==> src/brs_consts.svh <==
// Constants for the breaker reclose sequencer: offsets, reset values, timing
`ifndef BRS_CONSTS_SVH
`define BRS_CONSTS_SVH

// ----------------------------------------------------------------
// Register byte offsets
// ----------------------------------------------------------------
`define BRS_ADDR_CTRL     8'h00
`define BRS_ADDR_T_DEAD   8'h04
`define BRS_ADDR_T_RESET  8'h08
`define BRS_ADDR_T_INC    8'h0C
`define BRS_ADDR_T_MCH    8'h10
`define BRS_ADDR_STATUS   8'h14
`define BRS_ADDR_INT_ST   8'h18
`define BRS_ADDR_INT_MASK 8'h1C
`define BRS_ADDR_EVLOG    8'h20
`define BRS_ADDR_SUPV     8'h24

// ----------------------------------------------------------------
// Reset values (timer values are in time-base ticks)
// ----------------------------------------------------------------
`define BRS_SHOTS_RST     3'h4
`define BRS_T_DEAD_RST    16'h03E8
`define BRS_T_RESET_RST   16'h7530
`define BRS_T_INC_RST     16'h1388
`define BRS_T_MCH_RST     16'h1388
`define BRS_MASK_RST      6'h00

// ----------------------------------------------------------------
// Event bits in the interrupt status register
// ----------------------------------------------------------------
`define BRS_EV_W          6
`define BRS_EV_REQ        0
`define BRS_EV_ROPEN      1
`define BRS_EV_RECLOSE    2
`define BRS_EV_AUTORST    3
`define BRS_EV_LOCK       4
`define BRS_EV_KEYRST     5

// ----------------------------------------------------------------
// Shot counts that expose the supervision limits
// ----------------------------------------------------------------
`define BRS_SHOTS_LIM2    3'h3
`define BRS_SHOTS_LIM3    3'h4

// ----------------------------------------------------------------
// Timing
// ----------------------------------------------------------------
`define BRS_TICK_NS       1000000
`define BRS_CLK_NS        25

`endif

==> src/brs_pkg.sv <==
// Types shared by the breaker reclose sequencer files
package brs_pkg;

	typedef enum logic [1:0] {
		BRS_ST_ENABLED  = 2'b00,
		BRS_ST_DISABLED = 2'b01,
		BRS_ST_IN_PROG  = 2'b10,
		BRS_ST_LOCKOUT  = 2'b11
	} brs_state_t;

	typedef enum logic [1:0] {
		BRS_PH_IDLE       = 2'b00,
		BRS_PH_WAIT_TRIP  = 2'b01,
		BRS_PH_DEAD       = 2'b10,
		BRS_PH_RESET_WAIT = 2'b11
	} brs_phase_t;

	typedef struct packed {
		logic inhibit;
		logic abort;
		logic request;
		logic remote_open;
		logic manual_close;
		logic reset_key;
		logic toc_pickup;
		logic oc_trip;
		logic bkr_fail;
		logic bkr_closed;
	} brs_pins_t;

	typedef struct packed {
		logic enabled;
		logic disabled;
		logic in_progress;
		logic lockout;
	} brs_ind_t;

endpackage

==> src/brs_sync.sv <==
// Two-flop synchroniser for a vector of unrelated pin levels
`timescale 1ns/10ps
module brs_sync #(
	parameter int W = 1
) (
	input  wire logic         pclk,
	input  wire logic         presetn,
	input  wire logic [W-1:0] d,
	output logic      [W-1:0] q
);
	logic [W-1:0] meta_ff;
	logic [W-1:0] sync_ff;

	always_ff @(posedge pclk or negedge presetn) begin
		if (!presetn) begin
			meta_ff <= '0;
			sync_ff <= '0;
		end else begin
			meta_ff <= d;
			sync_ff <= meta_ff;
		end
	end

	assign q = sync_ff;
endmodule // brs_sync

==> src/brs_timer.sv <==
// Tick-driven countdown timer with a one-cycle expiry pulse
`timescale 1ns/10ps
module brs_timer (
	input  wire logic        pclk,
	input  wire logic        presetn,
	input  wire logic        tick,
	input  wire logic        load,
	input  wire logic [15:0] load_val,
	output logic             run,
	output logic             expired
);
	logic [15:0] cnt_ff;
	logic        run_ff;
	logic        exp_ff;
	logic [15:0] nxt_cnt;
	logic        nxt_run;
	logic        nxt_exp;
	logic        done;

	// A zero value expires on the first tick, as a value of one does
	assign done    = run_ff & tick & (cnt_ff <= 16'h0001);
	assign nxt_exp = done & ~load;
	assign nxt_run = load | (run_ff & ~done);
	assign nxt_cnt = load ? load_val : ((run_ff & tick) ? cnt_ff - 16'h0001 : cnt_ff);

	always_ff @(posedge pclk or negedge presetn) begin
		if (!presetn) begin
			cnt_ff <= 16'h0000;
			run_ff <= 1'b0;
			exp_ff <= 1'b0;
		end else begin
			cnt_ff <= nxt_cnt;
			run_ff <= nxt_run;
			exp_ff <= nxt_exp;
		end
	end

	assign run     = run_ff;
	assign expired = exp_ff;
endmodule // brs_timer

==> src/brs_reclose_seq.sv <==
// Automatic reclose sequencer with APB registers, timers and event log
//
// Notes on behaviour
// - Manual close holds scheme disabled for the manual-close hold time.
// - When the hold ends, scheme returns to enabled; in-progress and disabled off.
// - Inhibit input shows disabled; release returns to enabled.
// - Abort input shows disabled; release restores enabled.
// - Request pulse puts enabled scheme into in-progress at once.
// - No breaker trip before unfinished-sequence timer expiry cancels in-progress.
// - Inhibit cancels in-progress; request while inhibited starts on release.
// - Abort during in-progress disables and cancels; release re-enables.
// - Manual close ignored in dead time; dead end recloses, attempt count rises.
// - Attempts left is shots less used; reset timer expiry restores full count.
// - Log request, remote open, reclose, automatic reset and lockout events.
// - Initiation with no attempts left drives lockout with its indications.
// - Reset key clears lockout, restores count, logs reset, indicates enabled.
// - Close from lockout without fault clears lockout at hold end.
// - Overcurrent pickup during hold after close from lockout keeps lockout, trips.
// - Trip-and-reclose element starts reclosing; breaker failure forces lockout.
// - Supervision limits available follow the programmed shot count.
//
// Implementation choices: the APB slave port and the address map.
`timescale 1ns/10ps
`include "brs_consts.svh"
module brs_reclose_seq
	import brs_pkg::*;
#(
	parameter int TICK_CYCLES = `BRS_TICK_NS / `BRS_CLK_NS
) (
	input  wire logic        pclk,
	input  wire logic        presetn,
	input  wire logic        psel,
	input  wire logic        penable,
	input  wire logic        pwrite,
	input  wire logic [7:0]  paddr,
	input  wire logic [31:0] pwdata,
	output logic      [31:0] prdata,
	output logic             pready,
	output logic             pslverr,
	input  wire brs_pins_t   pins_in,
	output brs_ind_t         ind_out,
	output logic             close_cmd,
	output logic             trip_cmd,
	output logic             irq
);
	localparam logic [15:0] TICK_LAST = 16'(TICK_CYCLES - 1);

	// ----------------------------------------------------------------
	// Pin synchronisation and edges
	// ----------------------------------------------------------------
	brs_pins_t pin_s;
	brs_pins_t pin_d_ff;
	brs_pins_t rise;
	logic      bkr_trip;

	brs_sync #(.W($bits(brs_pins_t))) u_sync (
		.pclk    (pclk),
		.presetn (presetn),
		.d       (pins_in),
		.q       (pin_s)
	);

	always_ff @(posedge pclk or negedge presetn) begin
		if (!presetn) begin
			pin_d_ff <= '0;
		end else begin
			pin_d_ff <= pin_s;
		end
	end

	assign rise     = pin_s & ~pin_d_ff;
	assign bkr_trip = pin_d_ff.bkr_closed & ~pin_s.bkr_closed;

	// ----------------------------------------------------------------
	// Common time base
	// ----------------------------------------------------------------
	logic [15:0] tick_cnt_ff;
	logic        tick_ff;
	logic [15:0] ts_ff;

	always_ff @(posedge pclk or negedge presetn) begin
		if (!presetn) begin
			tick_cnt_ff <= 16'h0000;
			tick_ff     <= 1'b0;
			ts_ff       <= 16'h0000;
		end else begin
			tick_cnt_ff <= (tick_cnt_ff == TICK_LAST) ? 16'h0000 : tick_cnt_ff + 16'h0001;
			tick_ff     <= (tick_cnt_ff == TICK_LAST);
			ts_ff       <= ts_ff + {15'h0000, tick_ff};
		end
	end

	// ----------------------------------------------------------------
	// APB slave and registers
	// ----------------------------------------------------------------
	logic [2:0]           shots_ff;
	logic [15:0]          t_dead_ff;
	logic [15:0]          t_reset_ff;
	logic [15:0]          t_inc_ff;
	logic [15:0]          t_mch_ff;
	logic [`BRS_EV_W-1:0] int_st_ff;
	logic [`BRS_EV_W-1:0] int_mask_ff;
	logic [`BRS_EV_W-1:0] last_ev_ff;
	logic [15:0]          ev_ts_ff;
	logic [31:0]          prdata_ff;
	logic                 pready_ff;
	logic                 pslverr_ff;
	logic                 irq_ff;

	logic                 acc;
	logic                 wr_en;
	logic                 hit_ctrl;
	logic                 hit_dead;
	logic                 hit_reset;
	logic                 hit_inc;
	logic                 hit_mch;
	logic                 hit_status;
	logic                 hit_int_st;
	logic                 hit_mask;
	logic                 hit_evlog;
	logic                 hit_supv;
	logic                 mapped;
	logic [31:0]          rd_mux;
	logic [31:0]          status_word;
	logic [2:0]           supv_avail;
	logic [`BRS_EV_W-1:0] ev_vec;
	logic [`BRS_EV_W-1:0] nxt_int_st;

	// One wait state: pready rises in the cycle after the access phase starts
	assign acc        = psel & penable & ~pready_ff;
	assign wr_en      = psel & penable & pready_ff & pwrite;
	assign hit_ctrl   = (paddr == `BRS_ADDR_CTRL);
	assign hit_dead   = (paddr == `BRS_ADDR_T_DEAD);
	assign hit_reset  = (paddr == `BRS_ADDR_T_RESET);
	assign hit_inc    = (paddr == `BRS_ADDR_T_INC);
	assign hit_mch    = (paddr == `BRS_ADDR_T_MCH);
	assign hit_status = (paddr == `BRS_ADDR_STATUS);
	assign hit_int_st = (paddr == `BRS_ADDR_INT_ST);
	assign hit_mask   = (paddr == `BRS_ADDR_INT_MASK);
	assign hit_evlog  = (paddr == `BRS_ADDR_EVLOG);
	assign hit_supv   = (paddr == `BRS_ADDR_SUPV);
	assign mapped     = hit_ctrl | hit_dead | hit_reset | hit_inc | hit_mch | hit_status
	                  | hit_int_st | hit_mask | hit_evlog | hit_supv;

	// Limits hidden as the shot count drops
	assign supv_avail = {shots_ff >= `BRS_SHOTS_LIM3, shots_ff >= `BRS_SHOTS_LIM2, 1'b1};

	assign rd_mux = hit_ctrl   ? {29'h00000000, shots_ff} :
	                hit_dead   ? {16'h0000, t_dead_ff} :
	                hit_reset  ? {16'h0000, t_reset_ff} :
	                hit_inc    ? {16'h0000, t_inc_ff} :
	                hit_mch    ? {16'h0000, t_mch_ff} :
	                hit_status ? status_word :
	                hit_int_st ? {26'h0000000, int_st_ff} :
	                hit_mask   ? {26'h0000000, int_mask_ff} :
	                hit_evlog  ? {ev_ts_ff, 10'h000, last_ev_ff} :
	                hit_supv   ? {29'h00000000, supv_avail} : 32'h00000000;

	// Hardware set wins over a write-one-to-clear in the same cycle
	assign nxt_int_st = (int_st_ff & ~((wr_en & hit_int_st) ? pwdata[`BRS_EV_W-1:0] : '0))
	                  | ev_vec;

	always_ff @(posedge pclk or negedge presetn) begin
		if (!presetn) begin
			pready_ff  <= 1'b0;
			pslverr_ff <= 1'b0;
			prdata_ff  <= 32'h00000000;
		end else begin
			pready_ff  <= acc;
			pslverr_ff <= acc & ~mapped;
			prdata_ff  <= acc ? rd_mux : prdata_ff;
		end
	end

	always_ff @(posedge pclk or negedge presetn) begin
		if (!presetn) begin
			shots_ff    <= `BRS_SHOTS_RST;
			t_dead_ff   <= `BRS_T_DEAD_RST;
			t_reset_ff  <= `BRS_T_RESET_RST;
			t_inc_ff    <= `BRS_T_INC_RST;
			t_mch_ff    <= `BRS_T_MCH_RST;
			int_mask_ff <= `BRS_MASK_RST;
		end else if (wr_en) begin
			if (hit_ctrl) shots_ff <= pwdata[2:0];
			if (hit_dead) t_dead_ff <= pwdata[15:0];
			if (hit_reset) t_reset_ff <= pwdata[15:0];
			if (hit_inc) t_inc_ff <= pwdata[15:0];
			if (hit_mch) t_mch_ff <= pwdata[15:0];
			if (hit_mask) int_mask_ff <= pwdata[`BRS_EV_W-1:0];
		end
	end

	always_ff @(posedge pclk or negedge presetn) begin
		if (!presetn) begin
			int_st_ff  <= '0;
			last_ev_ff <= '0;
			ev_ts_ff   <= 16'h0000;
			irq_ff     <= 1'b0;
		end else begin
			int_st_ff  <= nxt_int_st;
			last_ev_ff <= (|ev_vec) ? ev_vec : last_ev_ff;
			ev_ts_ff   <= (|ev_vec) ? ts_ff : ev_ts_ff;
			irq_ff     <= |(nxt_int_st & int_mask_ff);
		end
	end

	// ----------------------------------------------------------------
	// Scheme timers
	// ----------------------------------------------------------------
	logic ld_inc;
	logic ld_dead;
	logic ld_reset;
	logic ld_mch;
	logic inc_exp;
	logic dead_exp;
	logic reset_exp;
	logic mch_exp;
	logic mch_run;

	brs_timer u_t_inc (
		.pclk (pclk), .presetn (presetn), .tick (tick_ff), .load (ld_inc),
		.load_val (t_inc_ff), .run (), .expired (inc_exp)
	);
	brs_timer u_t_dead (
		.pclk (pclk), .presetn (presetn), .tick (tick_ff), .load (ld_dead),
		.load_val (t_dead_ff), .run (), .expired (dead_exp)
	);
	brs_timer u_t_reset (
		.pclk (pclk), .presetn (presetn), .tick (tick_ff), .load (ld_reset),
		.load_val (t_reset_ff), .run (), .expired (reset_exp)
	);
	brs_timer u_t_mch (
		.pclk (pclk), .presetn (presetn), .tick (tick_ff), .load (ld_mch),
		.load_val (t_mch_ff), .run (mch_run), .expired (mch_exp)
	);

	// ----------------------------------------------------------------
	// Sequencer
	// ----------------------------------------------------------------
	brs_state_t state_ff;
	brs_state_t nxt_state;
	brs_phase_t phase_ff;
	brs_phase_t nxt_phase;
	logic [2:0] attempt_ff;
	logic [2:0] nxt_attempt;
	logic [2:0] left_ff;
	logic [2:0] nxt_left;
	logic       pend_ff;
	logic       nxt_pend;
	logic       from_lock_ff;
	logic       fault_ff;
	logic       close_ff;
	logic       trip_ff;
	brs_ind_t   ind_ff;
	logic       initiate;
	logic       goto_lock;
	logic       manual_ok;
	logic       ev_reclose;
	logic       ev_auto;
	logic       ev_lock;
	logic       ev_keyrst;

	assign initiate  = rise.request | rise.oc_trip;
	assign goto_lock = rise.bkr_fail | (initiate & (left_ff == 3'h0));
	// Manual close is blocked while a sequence owns the breaker
	assign manual_ok = rise.manual_close & (state_ff != BRS_ST_IN_PROG);
	assign ld_mch    = manual_ok;

	assign ev_vec = {ev_keyrst, ev_lock, ev_auto, ev_reclose, rise.remote_open, rise.request};
	assign status_word = {21'h000000, pend_ff, phase_ff, state_ff, left_ff, attempt_ff};

	always_comb begin
		nxt_state   = state_ff;
		nxt_phase   = phase_ff;
		nxt_attempt = attempt_ff;
		nxt_left    = left_ff;
		nxt_pend    = pend_ff;
		ld_inc      = 1'b0;
		ld_dead     = 1'b0;
		ld_reset    = 1'b0;
		ev_reclose  = 1'b0;
		ev_auto     = 1'b0;
		ev_lock     = 1'b0;
		ev_keyrst   = 1'b0;
		case (state_ff)
			BRS_ST_LOCKOUT: begin
				// Close from lockout clears only if no pickup seen during hold
				if (rise.reset_key || (mch_exp && from_lock_ff && !fault_ff)) begin
					nxt_state   = BRS_ST_ENABLED;
					nxt_phase   = BRS_PH_IDLE;
					nxt_attempt = 3'h0;
					nxt_left    = shots_ff;
					ev_keyrst   = 1'b1;
				end
			end
			BRS_ST_ENABLED, BRS_ST_DISABLED, BRS_ST_IN_PROG: begin
				if (goto_lock) begin
					nxt_state = BRS_ST_LOCKOUT;
					nxt_phase = BRS_PH_IDLE;
					nxt_pend  = 1'b0;
					ev_lock   = 1'b1;
				end else if (pin_s.inhibit || pin_s.abort || mch_run) begin
					nxt_state = BRS_ST_DISABLED;
					nxt_phase = BRS_PH_IDLE;
					nxt_pend  = (pend_ff | (initiate & pin_s.inhibit)) & ~pin_s.abort;
				end else if (state_ff == BRS_ST_IN_PROG) begin
					if (phase_ff == BRS_PH_WAIT_TRIP) begin
						if (bkr_trip) begin
							nxt_phase = BRS_PH_DEAD;
							ld_dead   = 1'b1;
						end else if (inc_exp) begin
							nxt_state = BRS_ST_ENABLED;
							nxt_phase = BRS_PH_IDLE;
						end
					end else if (phase_ff == BRS_PH_DEAD) begin
						if (dead_exp) begin
							nxt_state   = BRS_ST_ENABLED;
							nxt_phase   = BRS_PH_RESET_WAIT;
							nxt_attempt = attempt_ff + 3'h1;
							nxt_left    = left_ff - 3'h1;
							ld_reset    = 1'b1;
							ev_reclose  = 1'b1;
						end
					end else begin
						nxt_state = BRS_ST_ENABLED;
						nxt_phase = BRS_PH_IDLE;
					end
				end else if (initiate || pend_ff) begin
					nxt_state = BRS_ST_IN_PROG;
					nxt_phase = BRS_PH_WAIT_TRIP;
					nxt_pend  = 1'b0;
					ld_inc    = 1'b1;
				end else begin
					nxt_state = BRS_ST_ENABLED;
					if (phase_ff == BRS_PH_RESET_WAIT && reset_exp) begin
						nxt_phase   = BRS_PH_IDLE;
						nxt_attempt = 3'h0;
						nxt_left    = shots_ff;
						ev_auto     = 1'b1;
					end
				end
			end
			default: begin
				nxt_state = BRS_ST_ENABLED;
				nxt_phase = BRS_PH_IDLE;
			end
		endcase
	end

	always_ff @(posedge pclk or negedge presetn) begin
		if (!presetn) begin
			state_ff   <= BRS_ST_ENABLED;
			phase_ff   <= BRS_PH_IDLE;
			attempt_ff <= 3'h0;
			left_ff    <= `BRS_SHOTS_RST;
			pend_ff    <= 1'b0;
		end else begin
			state_ff   <= nxt_state;
			phase_ff   <= nxt_phase;
			attempt_ff <= nxt_attempt;
			left_ff    <= nxt_left;
			pend_ff    <= nxt_pend;
		end
	end

	// Fault watch over the hold after a close from lockout
	always_ff @(posedge pclk or negedge presetn) begin
		if (!presetn) begin
			from_lock_ff <= 1'b0;
			fault_ff     <= 1'b0;
		end else begin
			from_lock_ff <= ld_mch ? (state_ff == BRS_ST_LOCKOUT) : from_lock_ff;
			fault_ff     <= ld_mch ? 1'b0 : (fault_ff | (mch_run & pin_s.toc_pickup));
		end
	end

	// ----------------------------------------------------------------
	// Registered outputs
	// ----------------------------------------------------------------
	always_ff @(posedge pclk or negedge presetn) begin
		if (!presetn) begin
			close_ff <= 1'b0;
			trip_ff  <= 1'b0;
			ind_ff   <= '0;
		end else begin
			close_ff <= ev_reclose | manual_ok;
			// Time-overcurrent trip timing is the element's own; it is passed on here
			trip_ff  <= pin_s.remote_open | pin_s.oc_trip | (fault_ff & pin_s.toc_pickup);
			ind_ff.enabled     <= (nxt_state == BRS_ST_ENABLED);
			ind_ff.disabled    <= (nxt_state == BRS_ST_DISABLED) | (nxt_state == BRS_ST_LOCKOUT);
			ind_ff.in_progress <= (nxt_state == BRS_ST_IN_PROG);
			ind_ff.lockout     <= (nxt_state == BRS_ST_LOCKOUT);
		end
	end

	assign prdata    = prdata_ff;
	assign pready    = pready_ff;
	assign pslverr   = pslverr_ff;
	assign irq       = irq_ff;
	assign close_cmd = close_ff;
	assign trip_cmd  = trip_ff;
	assign ind_out   = ind_ff;
endmodule // brs_reclose_seq

==> config.mk <==
export PLATFORM = sky130hd
export DESIGN_NAME = brs_reclose_seq
export DESIGN_NICKNAME = d
export VERILOG_FILES = /design/src/brs_pkg.sv /design/src/brs_sync.sv /design/src/brs_timer.sv /design/src/brs_reclose_seq.sv
export VERILOG_INCLUDE_DIRS = /design/src /design/src/src
export SDC_FILE = /design/constraint.sdc
export NUM_CORES = 1
export LEC_CHECK = 0
export ABC_AREA = 1
export CAP_MARGIN = 10
export CORE_AREA = 3 3 183 185
export DETAILED_ROUTE_END_ITERATION = 7
export DIE_AREA = 0 0 186 188
export DONT_BUFFER_PORTS = 1
export GPL_TIMING_DRIVEN = 0
export SLEW_MARGIN = 30
export SYNTH_ARGS = -nofsm -noshare
export SYNTH_HDL_FRONTEND = slang
export SYNTH_HIERARCHICAL = 1
export SYNTH_SLANG_ARGS = --single-unit
==> constraint.sdc <==
create_clock -name pclk -period 2.87 [get_ports pclk]
set_input_delay 0.4305 -clock pclk [delete_from_list [all_inputs] [get_ports pclk]]
set_output_delay 0.4305 -clock pclk [all_outputs]
set_load 0.02 [all_outputs]
==> results.toml <==
[status]
status = "finished, violations left"
violations = "negative hold slack"

[timing]
setup_tns_ns = 0
min_period_ns = 2.531
slew_viol_final = 0
hold_slack_ns = -0.3445
setup_viol = 0
tightest_slew_ns = 1.320
fin_crit_sh_pct = 88.17
finalClockSkew_ns = 0.02258
rsz0062_at_grt = "no"
slew_headroom_pct = 12.00
max_freq_ghz = 0.3952
finalHoldViolCount = 263

[placement]
io_buffers = 0
gp_congestion = 0.9099
hpwl_mm = 26.77
placed_cells = 2143

[finish]
final_cells = 2215
diodes = 0
post_route_cells_drive_above_1_share_pct = 12.67
multi_input_area_mm2 = 0.006087
nNetsFinal = 1850
area_growth_pct = 12.07
ff_latch_area_mm2 = 0.007213
final_util_pct = 49.74
fillers = 3058

[clock_tree]
clockBufferDepth = 3
clk_latency_ns = 0.52
cts_root_buffer = "clkbuf_16"
cts_htree_levels = 2
cts_tree = "built"
cts.sinks = 287
cts_hold_buffers = 10
postCtsSetupBuffers = 0
clkTransAtPathRegs_ns = 0.07
cts_inserted_buffers = 34

[power]
power_density_mw_per_mm2 = 599.5
combPwrFrac_pct = 10.4
ir_drop_mv = 0.5296
p_leak_uw = 0.007858
power.switching_uw = 2520
pwr-share-clk_pct = 44.4
p_sw_share_pct = 26.23
pwr-share-seq_pct = 45.2
internal_power_uw = 7084

[floorplanning]
die_area_mm2 = 0.03497
die_w_um = 186
io_pins = 96
start_util_pct = 44.38
die_h_um = 188
rows = 66
core_mm2 = 0.03221

[critical_path]
slowest_delay_ns = 0.48
path_buf_inv = 4
cpMaxStageDelayCell = "nor3_1"
crit_chain = "inv_1, ha_1, nand3_1, nand3_2, nor3_1, buf_4, inv_2, nand2_2, inv_2, nand2_1, nand2_1, o21bai_1"
cp_top_family = "simple AND/OR/NAND/NOR gates"
critPathCaptureType = "flop"
crit_path_max_fanout = 10
crit_arrival_ns = 2.93
cp.required_ns = 3.27
worstSetupPathType = "flop to flop"
start_kind = "flop"

[global_route]
grt_overflow_total = 0
antenna_found_initial = 0
grt_use_total_pct = 21.82
grt_pass1_vias = 11670
grt_pass1_wl_mm = 61.07
grt_max_degree = 288

[drt]
vias = 11570
vias_per_cell = 5.224
ant_nets = 0
drtPass1Iterations = 5
wl_per_cell_um = 16.78
initialDrtViolationCount = 802
drc = 0
routed_wl_mm = 37.16

[yosys]
synthesis.nets = 1804
yosysUniqueCellTypes = 52
synth-simple-area-share_pct = 28.72
syn_area_per_cell_um2 = 8.238
muxShareOfSynthArea_pct = 0
synthAdderAreaFrac_pct = 1.225
syn_area_mm2 = 0.01429
synth_xor_area_share_pct = 2.293
ys_seq_area_share_pct = 50.46
yosys_register_bits = 287
synth_compound_area_share_pct = 10.35
synth_top_family_by_area = "simple AND/OR/NAND/NOR gates"
syn-instance-count = 1735
yosysWarnings = 6

[worst_hold_path]
worstHoldPathType = "input pin to async pin"

[run]
max-cap-violations = 0
[power by group through the flow]
stage / clock network, uW / registers (uW) / logic (uW)
after floorplan: 0 / 4370 / 773
after global placement: 0 / 4410 / 977
after detailed placement: 0 / 4410 / 993
after CTS: 4360 / 4340 / 1010
after global routing: 4540 / 4350 / 1120
final: 4260 / 4340 / 1000
[worst paths after layout]
path / endpoint / from / slack [ns] / cells after the start
max in group asynchronous: u_t_mch/cnt_ff[15]$_DFFE_PN0P_ / presetn / 2.18 / 0
min: u_t_inc/cnt_ff[13]$_DFFE_PN0P_ / presetn / -0.34 / 0
max: u_t_dead/cnt_ff[5]$_DFFE_PN0P_ / left_ff[1]$_DFFE_PN0P_ / 0.34 / 12
max reg2reg: u_t_dead/cnt_ff[5]$_DFFE_PN0P_ / left_ff[1]$_DFFE_PN0P_ / 0.34 / 12
min reg2reg: u_sync/q[3]$_DFF_PN0_ / u_sync/meta_ff[3]$_DFF_PN0_ / 0.35 / 0
min in group pclk: pready$_DFF_PN0_ / penable / 0.11 / 2
[cells in the mapped netlist (all sizes together)]
cell type    n  share of area (%)
and3         2              0.088
o22ai        4               0.18
dfstp       25                4.6
nor3        11               0.64
nand4       18               0.79
a2bb2oi      1              0.061
o21bai      12               0.63
nor3b        1              0.088
a221oi       1              0.061
nor2       190                6.5
o211ai      25                1.3
buf         21                1.2
clkbuf      20               0.53
nor4         1              0.044
inv        195                5.2
nand2      539                 15
a31o         2               0.12
nand3b       3               0.25
xor2        28                1.9
a31oi        1              0.044
xnor2        6               0.37
nand3      130                4.9
and2         5               0.22
ha          14                1.2
o21a         1              0.053
clkinv       3              0.079
dfrtp      262                 46
or2          4               0.19
o21ai      180                6.7
a211oi       2               0.11
a21oi       27               0.97
a41oi        1              0.061
[cells by family (layout without fill, tap and decap cells)]
logic type | Yosys count | after routing
buffers and inverters | 239 | 311
XOR/XNOR | 34 | 34
adder cells (fa/ha/maj) | 14 | 14
AO/OA/AOI/OAI | 257 | 257
AND/OR/NAND/NOR | 904 | 904
flip-flops | 287 | 287
[cells in the final DEF (no fill, tap or decap), drive strengths merged, types with 6 or more instances in the layout]
| cell type | count |
|---|---|
| nand2 | 539 |
| dfrtp | 262 |
| inv | 196 |
| nor2 | 190 |
| o21ai | 180 |
| nand3 | 130 |
| clkbuf | 71 |
| xor2 | 28 |
| a21oi | 27 |
| o211ai | 25 |
| dfstp | 25 |
| buf | 21 |
| nand4 | 18 |
| ha | 14 |
| o21bai | 12 |
| nor3 | 11 |
| dlygate4sd3 | 10 |
| clkinv | 8 |
| xnor2 | 6 |
[metrics by stage]
step | total power (uW) | setup WS [ns] | hold slack [ns] | instance area, um^2
floorplan | 5148 | 0.9747 | 0.1349 | 14290
detailed placement | 5406 | 0.3747 | 0.1645 | 14800
global placement | 5390 | 0.3889 | 0.1656 | 14800
CTS | 9717 | 0.3268 | -0.3763 | 16020
finish | 9604 | 0.3394 | -0.3445 | 16020
global route | 10020 | 0.2208 | -0.3714 | 16020
[layer usage]
| layer | part of all wire [%] | vias to the layer above | track usage (%) |
|---|---|---|---|
| li1 | - | 5653 | - |
| met1 | 46 | 5548 | 31.44 |
| met2 | 46 | 317 | 34.27 |
| met3 | 5.6 | 53 | 4.151 |
| met4 | 2.2 | 0 | 5.156 |
| met5 | 0 | - | 0 |
[worst register-to-register path, delay by kind of cell, from the launching register on]
kind,cells,cell delay [ns]
compound gates,1,0.14
fa+ha+maj,1,0.19
buf+inv,4,0.56
flops,1,0.39
simple gates,6,1.13
[flip-flops by register name, summed over array words and instances (netlist names), 4 cells and up]
| signal | flops |
|---|---|
| u_t_reset/cnt_ff | 16 |
| ev_ts_ff | 16 |
| ind_out | 4 |
| u_sync/meta_ff | 10 |
| t_inc_ff | 16 |
| prdata | 32 |
| tick_cnt_ff | 16 |
| t_reset_ff | 16 |
| last_ev_ff | 6 |
| u_t_mch/cnt_ff | 16 |
| t_dead_ff | 16 |
| int_mask_ff | 6 |
| int_st_ff | 6 |
| pin_d_ff | 7 |
| u_t_inc/cnt_ff | 16 |
| ts_ff | 16 |
| u_t_dead/cnt_ff | 16 |
| u_sync/q | 10 |
| t_mch_ff | 16 |
[timing repair]
action / CTS / global route
setup endpoints to repair: 0 / 0
gates resized for setup: 0 / 0
hold endpoints to repair: 297 / 283
[area by class of cell]
cell class	instances	area share, %
inverter	198	4.686
clock buffer	51	6.092
sequential	287	45.03
clock inverter	11	0.8670
buffer	41	1.515
multi-input combinational	1209	38.00
tap	408	3.187
timing repair buffer	10	0.6249
No activity file was read; power rests on OpenSTA's default activity.
